$ cat src/design/frbo_pkg.sv
// package: encodings, phase codes and reset values for the file-register op unit
package frbo_pkg;
  // opcode field positions within the 14-bit word
  localparam int OP_WIDTH = 14;
  localparam int BYTE_OP_MSB = 13;
  localparam int BYTE_OP_LSB = 8;
  localparam int BIT_OP_MSB = 13;
  localparam int BIT_OP_LSB = 10;
  localparam int DEST_BIT = 7;
  localparam int BITSEL_MSB = 9;
  localparam int BITSEL_LSB = 7;
  localparam int ADDR_MSB = 6;
  // opcode encodings
  localparam logic [5:0] OPC_ADD = 6'h07;
  localparam logic [5:0] OPC_AND = 6'h05;
  localparam logic [3:0] OPC_BCLR = 4'h4;
  localparam logic [3:0] OPC_BSET = 4'h5;
  // reset values
  localparam logic [7:0] ACC_RESET = 8'h00;
  localparam logic [7:0] DATA_RESET = 8'h00;
  localparam logic [6:0] ADDR_RESET = 7'h00;
  // kind of decoded operation
  typedef enum logic [4:0] {
    K_NONE = 5'b00001,
    K_ADD = 5'b00010,
    K_AND = 5'b00100,
    K_BCLR = 5'b01000,
    K_BSET = 5'b10000
  } frbo_kind_t;
  // four phases of one instruction cycle, one-hot
  typedef enum logic [3:0] {
    PH_DECODE = 4'b0001,
    PH_READ = 4'b0010,
    PH_PROC = 4'b0100,
    PH_WRITE = 4'b1000
  } frbo_phase_t;
endpackage

$ cat src/design/frbo_core.sv
// file-register byte and bit operation unit: decode, read, process, write
//
// Behaviour
// - add acc to register; carry, digit carry, zero
// - and: acc AND register, update Z only
// - dest bit 0 to acc, 1 to register
// - bit clear/set opcodes, flags untouched
// - seven-bit address, three-bit bit select
// - one word, four phases per cycle
`timescale 1ns/10ps
module frbo_core
  import frbo_pkg::*;
(
  input wire logic sys_clk,
  input wire logic rst_b,
  input wire logic [13:0] instr_word, // instruction latched by fetch, same clock
  input wire logic [7:0] reg_rd_data, // register file read data, same clock
  output logic [3:0] phase_reg, // current phase, one-hot
  output logic [6:0] reg_addr_reg, // register address
  output logic reg_rd_en_reg, // read strobe in read phase
  output logic reg_wr_en_reg, // write strobe in the decode phase after the write phase
  output logic [7:0] reg_wr_data_reg, // write data
  output logic [7:0] acc_reg, // working accumulator
  output logic carry_flag_reg,
  output logic digit_carry_flag_reg,
  output logic zero_flag_reg,
  output logic instr_done_reg // pulse in the decode phase after the write phase
);
  frbo_phase_t phase; // phase sequencer
  frbo_phase_t phase_next;
  frbo_kind_t kind_reg; // decoded operation
  frbo_kind_t kind_next;
  logic dest_reg; // destination select
  logic [2:0] bitsel_reg; // bit position
  logic [7:0] opnd_reg; // register value read
  logic [7:0] res_reg; // computed result
  logic [8:0] sum; // full add with carry out
  logic [4:0] low_sum; // low nibble add for digit carry
  logic [7:0] bit_mask; // one-hot select of the addressed bit

  // phase rotates every clock, one instruction each four clocks
  always_comb begin
    unique case (phase)
      PH_DECODE: phase_next = PH_READ;
      PH_READ: phase_next = PH_PROC;
      PH_PROC: phase_next = PH_WRITE;
      PH_WRITE: phase_next = PH_DECODE;
      default: phase_next = PH_DECODE; // illegal code recovers
    endcase
  end

  always_ff @(posedge sys_clk or negedge rst_b) begin
    if (!rst_b) begin
      phase <= PH_DECODE;
    end else begin
      phase <= phase_next;
    end
  end

  // decode table; anything else is ignored as no operation here
  always_comb begin
    kind_next = K_NONE;
    if (instr_word[BYTE_OP_MSB:BYTE_OP_LSB] == OPC_ADD) begin
      kind_next = K_ADD;
    end else if (instr_word[BYTE_OP_MSB:BYTE_OP_LSB] == OPC_AND) begin
      kind_next = K_AND;
    end else if (instr_word[BIT_OP_MSB:BIT_OP_LSB] == OPC_BCLR) begin
      kind_next = K_BCLR;
    end else if (instr_word[BIT_OP_MSB:BIT_OP_LSB] == OPC_BSET) begin
      kind_next = K_BSET;
    end
  end

  // decode phase captures operation and fields
  always_ff @(posedge sys_clk or negedge rst_b) begin
    if (!rst_b) begin
      kind_reg <= K_NONE;
      dest_reg <= 1'b0;
      bitsel_reg <= 3'h0;
      reg_addr_reg <= ADDR_RESET;
    end else if (phase == PH_DECODE) begin
      kind_reg <= kind_next;
      dest_reg <= instr_word[DEST_BIT];
      bitsel_reg <= instr_word[BITSEL_MSB:BITSEL_LSB];
      reg_addr_reg <= instr_word[ADDR_MSB:0];
    end
  end

  // read strobe during read phase; data sampled at its end
  always_ff @(posedge sys_clk or negedge rst_b) begin
    if (!rst_b) begin
      reg_rd_en_reg <= 1'b0;
      opnd_reg <= DATA_RESET;
    end else begin
      reg_rd_en_reg <= (phase_next == PH_READ) && (kind_next != K_NONE);
      if (phase == PH_READ) begin
        opnd_reg <= reg_rd_data;
      end
    end
  end

  assign sum = {1'b0, acc_reg} + {1'b0, opnd_reg};
  assign low_sum = {1'b0, acc_reg[3:0]} + {1'b0, opnd_reg[3:0]};
  assign bit_mask = 8'h01 << bitsel_reg;

  // process phase computes the result
  always_ff @(posedge sys_clk or negedge rst_b) begin
    if (!rst_b) begin
      res_reg <= DATA_RESET;
    end else if (phase == PH_PROC) begin
      unique case (kind_reg)
        K_ADD: res_reg <= sum[7:0];
        K_AND: res_reg <= acc_reg & opnd_reg;
        K_BCLR: res_reg <= opnd_reg & ~bit_mask;
        K_BSET: res_reg <= opnd_reg | bit_mask;
        default: res_reg <= opnd_reg;
      endcase
    end
  end

  // flags updated in process phase; bit ops leave them alone
  always_ff @(posedge sys_clk or negedge rst_b) begin
    if (!rst_b) begin
      carry_flag_reg <= 1'b0;
      digit_carry_flag_reg <= 1'b0;
      zero_flag_reg <= 1'b0;
    end else if (phase == PH_PROC) begin
      if (kind_reg == K_ADD) begin
        carry_flag_reg <= sum[8];
        digit_carry_flag_reg <= low_sum[4];
        zero_flag_reg <= (sum[7:0] == 8'h00);
      end else if (kind_reg == K_AND) begin
        zero_flag_reg <= ((acc_reg & opnd_reg) == 8'h00);
      end
    end
  end

  // write phase: result to acc or back to register
  always_ff @(posedge sys_clk or negedge rst_b) begin
    if (!rst_b) begin
      acc_reg <= ACC_RESET;
      reg_wr_en_reg <= 1'b0;
      reg_wr_data_reg <= DATA_RESET;
      instr_done_reg <= 1'b0;
    end else begin
      reg_wr_en_reg <= 1'b0;
      instr_done_reg <= 1'b0;
      if (phase == PH_WRITE) begin
        instr_done_reg <= 1'b1;
        if (kind_reg == K_ADD || kind_reg == K_AND) begin
          if (!dest_reg) begin
            acc_reg <= res_reg;
          end else begin
            reg_wr_en_reg <= 1'b1;
            reg_wr_data_reg <= res_reg;
          end
        end else if (kind_reg == K_BCLR || kind_reg == K_BSET) begin
          reg_wr_en_reg <= 1'b1;
          reg_wr_data_reg <= res_reg;
        end
      end
    end
  end

  assign phase_reg = phase;
endmodule

$ cat config.mk
export PLATFORM = sky130hd
export DESIGN_NAME = frbo_core
export DESIGN_NICKNAME = d
export VERILOG_FILES = /design/src/design/frbo_pkg.sv /design/src/design/frbo_core.sv
export SDC_FILE = /design/constraint.sdc
export NUM_CORES = 1
export LEC_CHECK = 0
export BUFFER_PORTS_ARGS = -buffer_cell sky130_fd_sc_hd__clkbuf_2
export CAP_MARGIN = 15
export CORE_UTILIZATION = 58
export DETAILED_ROUTE_END_ITERATION = 7
export MAX_ROUTING_LAYER = met4
export PLACE_DENSITY = 0.88
export SLEW_MARGIN = 20
export SYNTH_ARGS = -nofsm -noshare
export SYNTH_HDL_FRONTEND = slang
export SYNTH_SLANG_ARGS = --single-unit
$ cat constraint.sdc
create_clock -name sys_clk -period 3.3 [get_ports sys_clk]
set_input_delay 0.165 -clock sys_clk [delete_from_list [all_inputs] [get_ports sys_clk]]
set_output_delay 0.165 -clock sys_clk [all_outputs]
set_load 0.05 [all_outputs]
== Word level (Yosys, flattened, before mapping) ==
Index checks and enable logic that the tools add are counted.

* $add $sub $neg: 2
* Equal/unequal tests: 15
* Shifts and indexed selects: 1
* Muxes and demuxes: 16
* Bitwise gates (word level): 5
* Reductions and logical operators: 11

{| class="wikitable"
|+ Operators by type and width
! operator !! count
|-
| $pmux 8 s4 || 1
|-
| $mux 8 || 3
|-
| $mux 5 || 4
|-
| $and 8x8->8 || 2
|-
| $logic_not 8->1 || 2
|-
| $eq 4x3->1 const B || 3
|-
| $eq 6x3->1 const B || 2
|-
| $pmux 4 s3 || 1
|-
| $add 8x8->9 || 1
|-
| $eq 4x2->1 const B || 2
|-
| $not 8->8 || 1
|-
| $or 8x8->8 || 1
|-
| $shl 1x3->8 const A || 1
|-
| $mux 1 || 7
|-
| $reduce_and 3->1 || 2
|-
| $add 4x4->5 || 1
|-
| $eq 5x2->1 const B || 1
|-
| $eq 5x3->1 const B || 1
|-
| $eq 5x4->1 const B || 1
|-
| $eq 5x5->1 const B || 1
|-
| $ne 5x1->1 const B || 1
|-
| $eq 4x1->1 const B || 1
|-
| $eq 4x4->1 const B || 1
|-
| $reduce_and 2->1 || 2
|-
| other kinds (5) || 7
|}

* Register bits: 58

== Depth between registers and ports, before layout ==
* Word-level depth: 7
* Gate-level depth with buffers: 7
* Gate-level depth less buffers: 7

== Worst setup path before layout ==
OpenSTA, ideal clock, no wires.

* Path kind: register to register
* Start point: reg acc_reg[0]
* End point: reg zero_flag_reg
* Setup time: 64 ps
* Arrival time: 2,332 ps
* Data required time: 3,236 ps
* Path slack: 904 ps
* Stages on the path, launching flop included: 8
* Cell sequence: dfrtp_1 ha_1 fa_1 a21o_1 a221oi_1 mux2i_1 nor4_1 a21o_1

* Cells in the longest elaborated chain, start to end: 4
* Elaborated cells between the ends (all ways): 6

{| class="wikitable"
|+ RTL lines
! element !! line !! text
|-
| start, declared || frbo_core.sv:23 || <nowiki>output logic [7:0] acc_reg,</nowiki>
|-
| start signal, assigned || frbo_core.sv:152 || <nowiki>acc_reg <= res_reg;</nowiki>
|-
| parallel branches: the longest is 3 deep, another holds $add 8x8->9 || n/a ||
|-
| $mux 1 * || frbo_core.sv:128 || <nowiki>if (kind_reg == K_ADD) begin</nowiki>
|-
| end signal, assigned || frbo_core.sv:131 || <nowiki>zero_flag_reg <= (sum[7:0] == 8'h00);</nowiki>
|-
| end signal, assigned || frbo_core.sv:133 || <nowiki>zero_flag_reg <= ((acc_reg & opnd_reg) == 8'h00);</nowiki>
|-
| end, declared || frbo_core.sv:26 || <nowiki>output logic zero_flag_reg,</nowiki>
|}

Mark *: on every way between the ends. The select of a mux whose other input is x is not followed.
A chain may end at the register's enable or synchronous reset.

== Worst setup path after layout ==
* Start point: reg kind_reg[4]
* End point: reg reg_wr_data_reg[2]

* Cells in the longest elaborated chain, start to end: 4
* Elaborated cells between the ends (all ways): 10

{| class="wikitable"
|+ RTL lines
! element !! line !! text
|-
| start, declared || frbo_core.sv:31 || <nowiki>frbo_kind_t kind_reg;</nowiki>
|-
| start signal, assigned || frbo_core.sv:82 || <nowiki>kind_reg <= kind_next;</nowiki>
|-
| $eq 5x2->1, or another cell as far along || frbo_core.sv:150 || <nowiki>if (kind_reg == K_ADD || kind_reg == K_AND) begin</nowiki>
|-
| $logic_or 1x1->1 (on tied branches) || frbo_core.sv:150, frbo_core.sv:157 ||
|-
| $ne 2x2->1 (no source line) / $reduce_bool 2->1 (equally long branches) || n/a ||
|-
| $reduce_and 3->1 (no source line) || n/a ||
|-
| end signal, assigned || frbo_core.sv:155 || <nowiki>reg_wr_data_reg <= res_reg;</nowiki>
|-
| end signal, assigned || frbo_core.sv:159 || <nowiki>reg_wr_data_reg <= res_reg;</nowiki>
|-
| end, declared || frbo_core.sv:22 || <nowiki>output logic [7:0] reg_wr_data_reg,</nowiki>
|}

Several ways; a longest one is shown, not always the timed one.

==> metrics.md <==
| Metric | Value |
|---|---|
| Status | `finished clean` |
| Worst-Skew Late Latency | `0.34 ns` |
| Path category of the worst min-delay check | `primary input to register` |
| Yosys top cell by area | `dfrtp_1` |
| Via count | `2,579` |
| Max IR drop VDD | `0.3135 mV` |
| First-pass GRT wire length | `11,700 microns` |
| PortBufs | `56` |
| Post-synthesis simple-gate area fraction | `0.1646` |
| CTS clk-pin slew, worst paths | `0.07 ns` |
| Area share of the leading cell type in the synthesized netlist | `0.4472` |
| Cts bufs inserted | `9` |
| Setup TNS | `0 ns` |
| Syn nets | `332` |
| Post-CTS sizing | `0` |
| #FFs+latches synth | `57` |
| Synth cell count leaders | `dfrtp_1 (55), nand2_1 (41), nor2_1 (20), a21oi_1 (18), mux2_2 (17)` |
| Critical path type | `register to register` |
| DRT iter0 DRCs | `309` |
| Dpl ws | `0.6768 ns` |
| Fin. max-slew vios | `0` |
| Critical path's slowest cell | `or4b_1` |
| Sequential-to-total area share from yosys stat | `0.4642` |
| Antenna Nets Post-Route | `0` |
| Post-synth EDFFs | `0` |
| Pin count of the biggest net entering global routing | `32` |
| Fillers | `399` |
| Hpwl dp | `5254 microns` |
| Final Critical Period | `2.646 ns` |
| Wire per inst | `17.33 microns` |
| Required time worst endpoint | `3.52 ns` |
| Clock power share | `0.434` |
| Vias per inst | `6.040` |
| Startpoint types | `register` |
| Gate power share | `0.121` |
| Grt ovf | `0` |
| Hold Fails Final Rpt | `0` |
| CP Cell Sequence | `or3b_1 > o21ai_2 > a21oi_2 > or4b_1 > mux2_4` |
| Internal power | `0.001269 W` |
| Die height | `74.85 microns` |
| Vias in the first global route | `2,444` |
| Seq pwr share | `0.444` |
| Leading register cell type out of synthesis | `dfrtp_1` |
| Synth warn | `0` |
| Gp weighted congestion | `0.9071` |
| I/O pin cnt | `57` |
| Post-Syn Area per Cell | `10.29 sq um` |
| H-tree levels | `3` |
| Diodes inserted | `0` |
| Die ar. | `0.005602 sq mm` |
| CP Capture Type | `register` |
| Tightest Pin Transition | `0.9313 ns` |
| Power density cells | `475.1 mW/mm^2` |
| Final WS setup | `0.6542 ns` |
| Max_cap viols | `0` |
| Arrival @ worst endpoint | `2.87 ns` |
| Synth Area in Compound Gates | `0.1541` |
| Fin area | `0.003631 sq mm` |
| Drt first pass iters | `4` |
| Final WL | `7399 microns` |
| Fin nets | `385` |
| Clock root cell | `clkbuf_8` |
| Initial antenna violation count | `0` |
| Max-slew headroom | `0.3775` |
| Post-synth ARST share | `1.000` |
| Count leader, synth | `dfrtp_1` |
| Crit-path max cell delay | `0.84 ns` |
| # rows | `26` |
| Crit Path Max Fanout | `14` |
| Net Switching | `0.0004559 W` |
| Final core utilization | `0.7109` |
| CTS max path bufs | `2` |
| Tot GR Track Use | `0.2973` |
| Max Clock Freq | `378.0 MHz` |
| Final setup violating endpoints | `0` |
| Chip Width | `74.85 microns` |
| Area contributors post-synth | `dfrtp_1 (45%), mux2_2 (6.2%), nand2_1 (5.0%)` |
| Sw frac | `0.2643` |
| Mapped Area | `0.003078 sq mm` |
| Adder-cell area share of the yosys netlist | `0.03902` |
| Post-Synth XOR/XNOR Area | `0.01707` |
| Leak | `1.819 nW` |
| Residual DRC count | `0` |
| Main combinational cell family by area after synthesis | `simple AND/OR/NAND/NOR gates` |
| CTS tree | `yes` |
| Layout cells sized above 1 | `0.3081` |
| Tcrit/Tclk final | `0.8017` |
| Skew final | `0.007062 ns` |
| Starting Density | `0.6026` |
| RSZ-0062 raised after global routing | `false` |
| Area delta synth->final | `17.97%` |
| # clock sinks | `57` |
| Area of the core | `0.005107 sq mm` |
| Cell count after synthesis | `299` |
| Yosys cell types | `53` |
| Area after DPL | `0.003382 sq mm` |
| Multiplexer area fraction after synthesis | `0.1272` |
-- kinds of logic (layout without fill, tap and decap cells) --
| logic type | Yosys count | count (layout) |
|---|---|---|
| AND/OR/NAND/NOR | 100 | 100 |
| AO/OA/AOI/OAI | 70 | 70 |
| flip-flops | 57 | 57 |
| multiplexers | 33 | 33 |
| buffers and inverters | 24 | 82 |
| adder cells (fa/ha/maj) | 9 | 9 |
| XOR/XNOR | 6 | 6 |
-- per-layer routing --
layer / up-vias / GRT usage / share of wire
met5: - / - / 0
met1: 1245 / 0.3715 / 0.43
met3: 33 / 0.08701 / 0.072
met4: 0 / 0.1635 / 0.039
met2: 105 / 0.4334 / 0.46
li1: 1196 / - / -
-- power groups by stage --
stage	Combinational (W)	Sequential [W]	Clock (W)
2_1_floorplan	0.0000887	0.000824	0
3_3_place_gp	0.000200	0.000776	0
3_5_place_dp	0.000205	0.000778	0
4_1_cts	0.000209	0.000766	0.000754
5_1_grt	0.000226	0.000771	0.000781
6_report	0.000209	0.000766	0.000749
-- placed cells by master, fill, tap and decap left out, types with 6 or more instances in the layout --
cell / instances
mux2i_1: 8
a221oi_1: 6
inv_1: 6
dfrtp_1: 55
nor2_1: 20
o21ai_0: 9
a21oi_1: 18
o21a_1: 7
mux2_4: 8
a21o_1: 6
clkbuf_8: 11
clkbuf_2: 56
ha_1: 8
mux2_2: 17
nor3_1: 8
nand2_1: 41
-- worst max-delay path: cells and delay by family (launching register included) --
kind / cells / cell delay [ns]
simple gates: 2 / 1.29
flops: 1 / 0.61
compound gates: 2 / 0.23
mux: 1 / 0.40
-- final cells by class --
cell class,count,area [sq um],share of cell area
Clock inverter,5,77.57,0.02136
Sequential cell,57,1429,0.3935
Tap cell,70,87.58,0.02412
Timing Repair Buffer,59,307.8,0.08477
Clock buffer,11,151.4,0.04170
Inverter,7,26.28,0.007236
Multi-Input combinational cell,218,1551,0.4273
-- path summary, 6_finish.rpt --
path / startpoint / to / slack [ns] / cells past startpoint
hold / removal: instr_word[3] / reg_addr_reg[3] / 0.01 / 3
setup reg to reg: kind_reg[4] / reg_wr_data_reg[2] / 0.65 / 5
max in group asynchronous: rst_b / kind_reg[0] / 2.06 / 3
min in group asynchronous: rst_b / reg_addr_reg[6] / 0.38 / 2
hold reg to reg: reg_addr_reg[3] / reg_addr_reg[3] / 0.48 / 2
setup / recovery: kind_reg[4] / reg_wr_data_reg[2] / 0.65 / 5
-- repair_timing --
action                     in CTS  in global routing
setup endpoints to repair       0                  0
hold buffers                    2                  0
buffers inserted                0                  0
hold endpoints to repair       26                  0
-- per-stage QoR --
| step | total power, W | hold slack (ns) | std cells |
|---|---|---|---|
| after floorplan | 0.0009132 | -0.1306 | 299 |
| after global placement | 0.0009766 | 0.2156 | 409 |
| after detailed placement | 0.0009834 | 0.2207 | 409 |
| after CTS | 0.001728 | 0.002931 | 427 |
| after global routing | 0.001779 | 0.009210 | 427 |
| final | 0.001725 | 0.009930 | 427 |
Power figures use the tool's default switching activity.
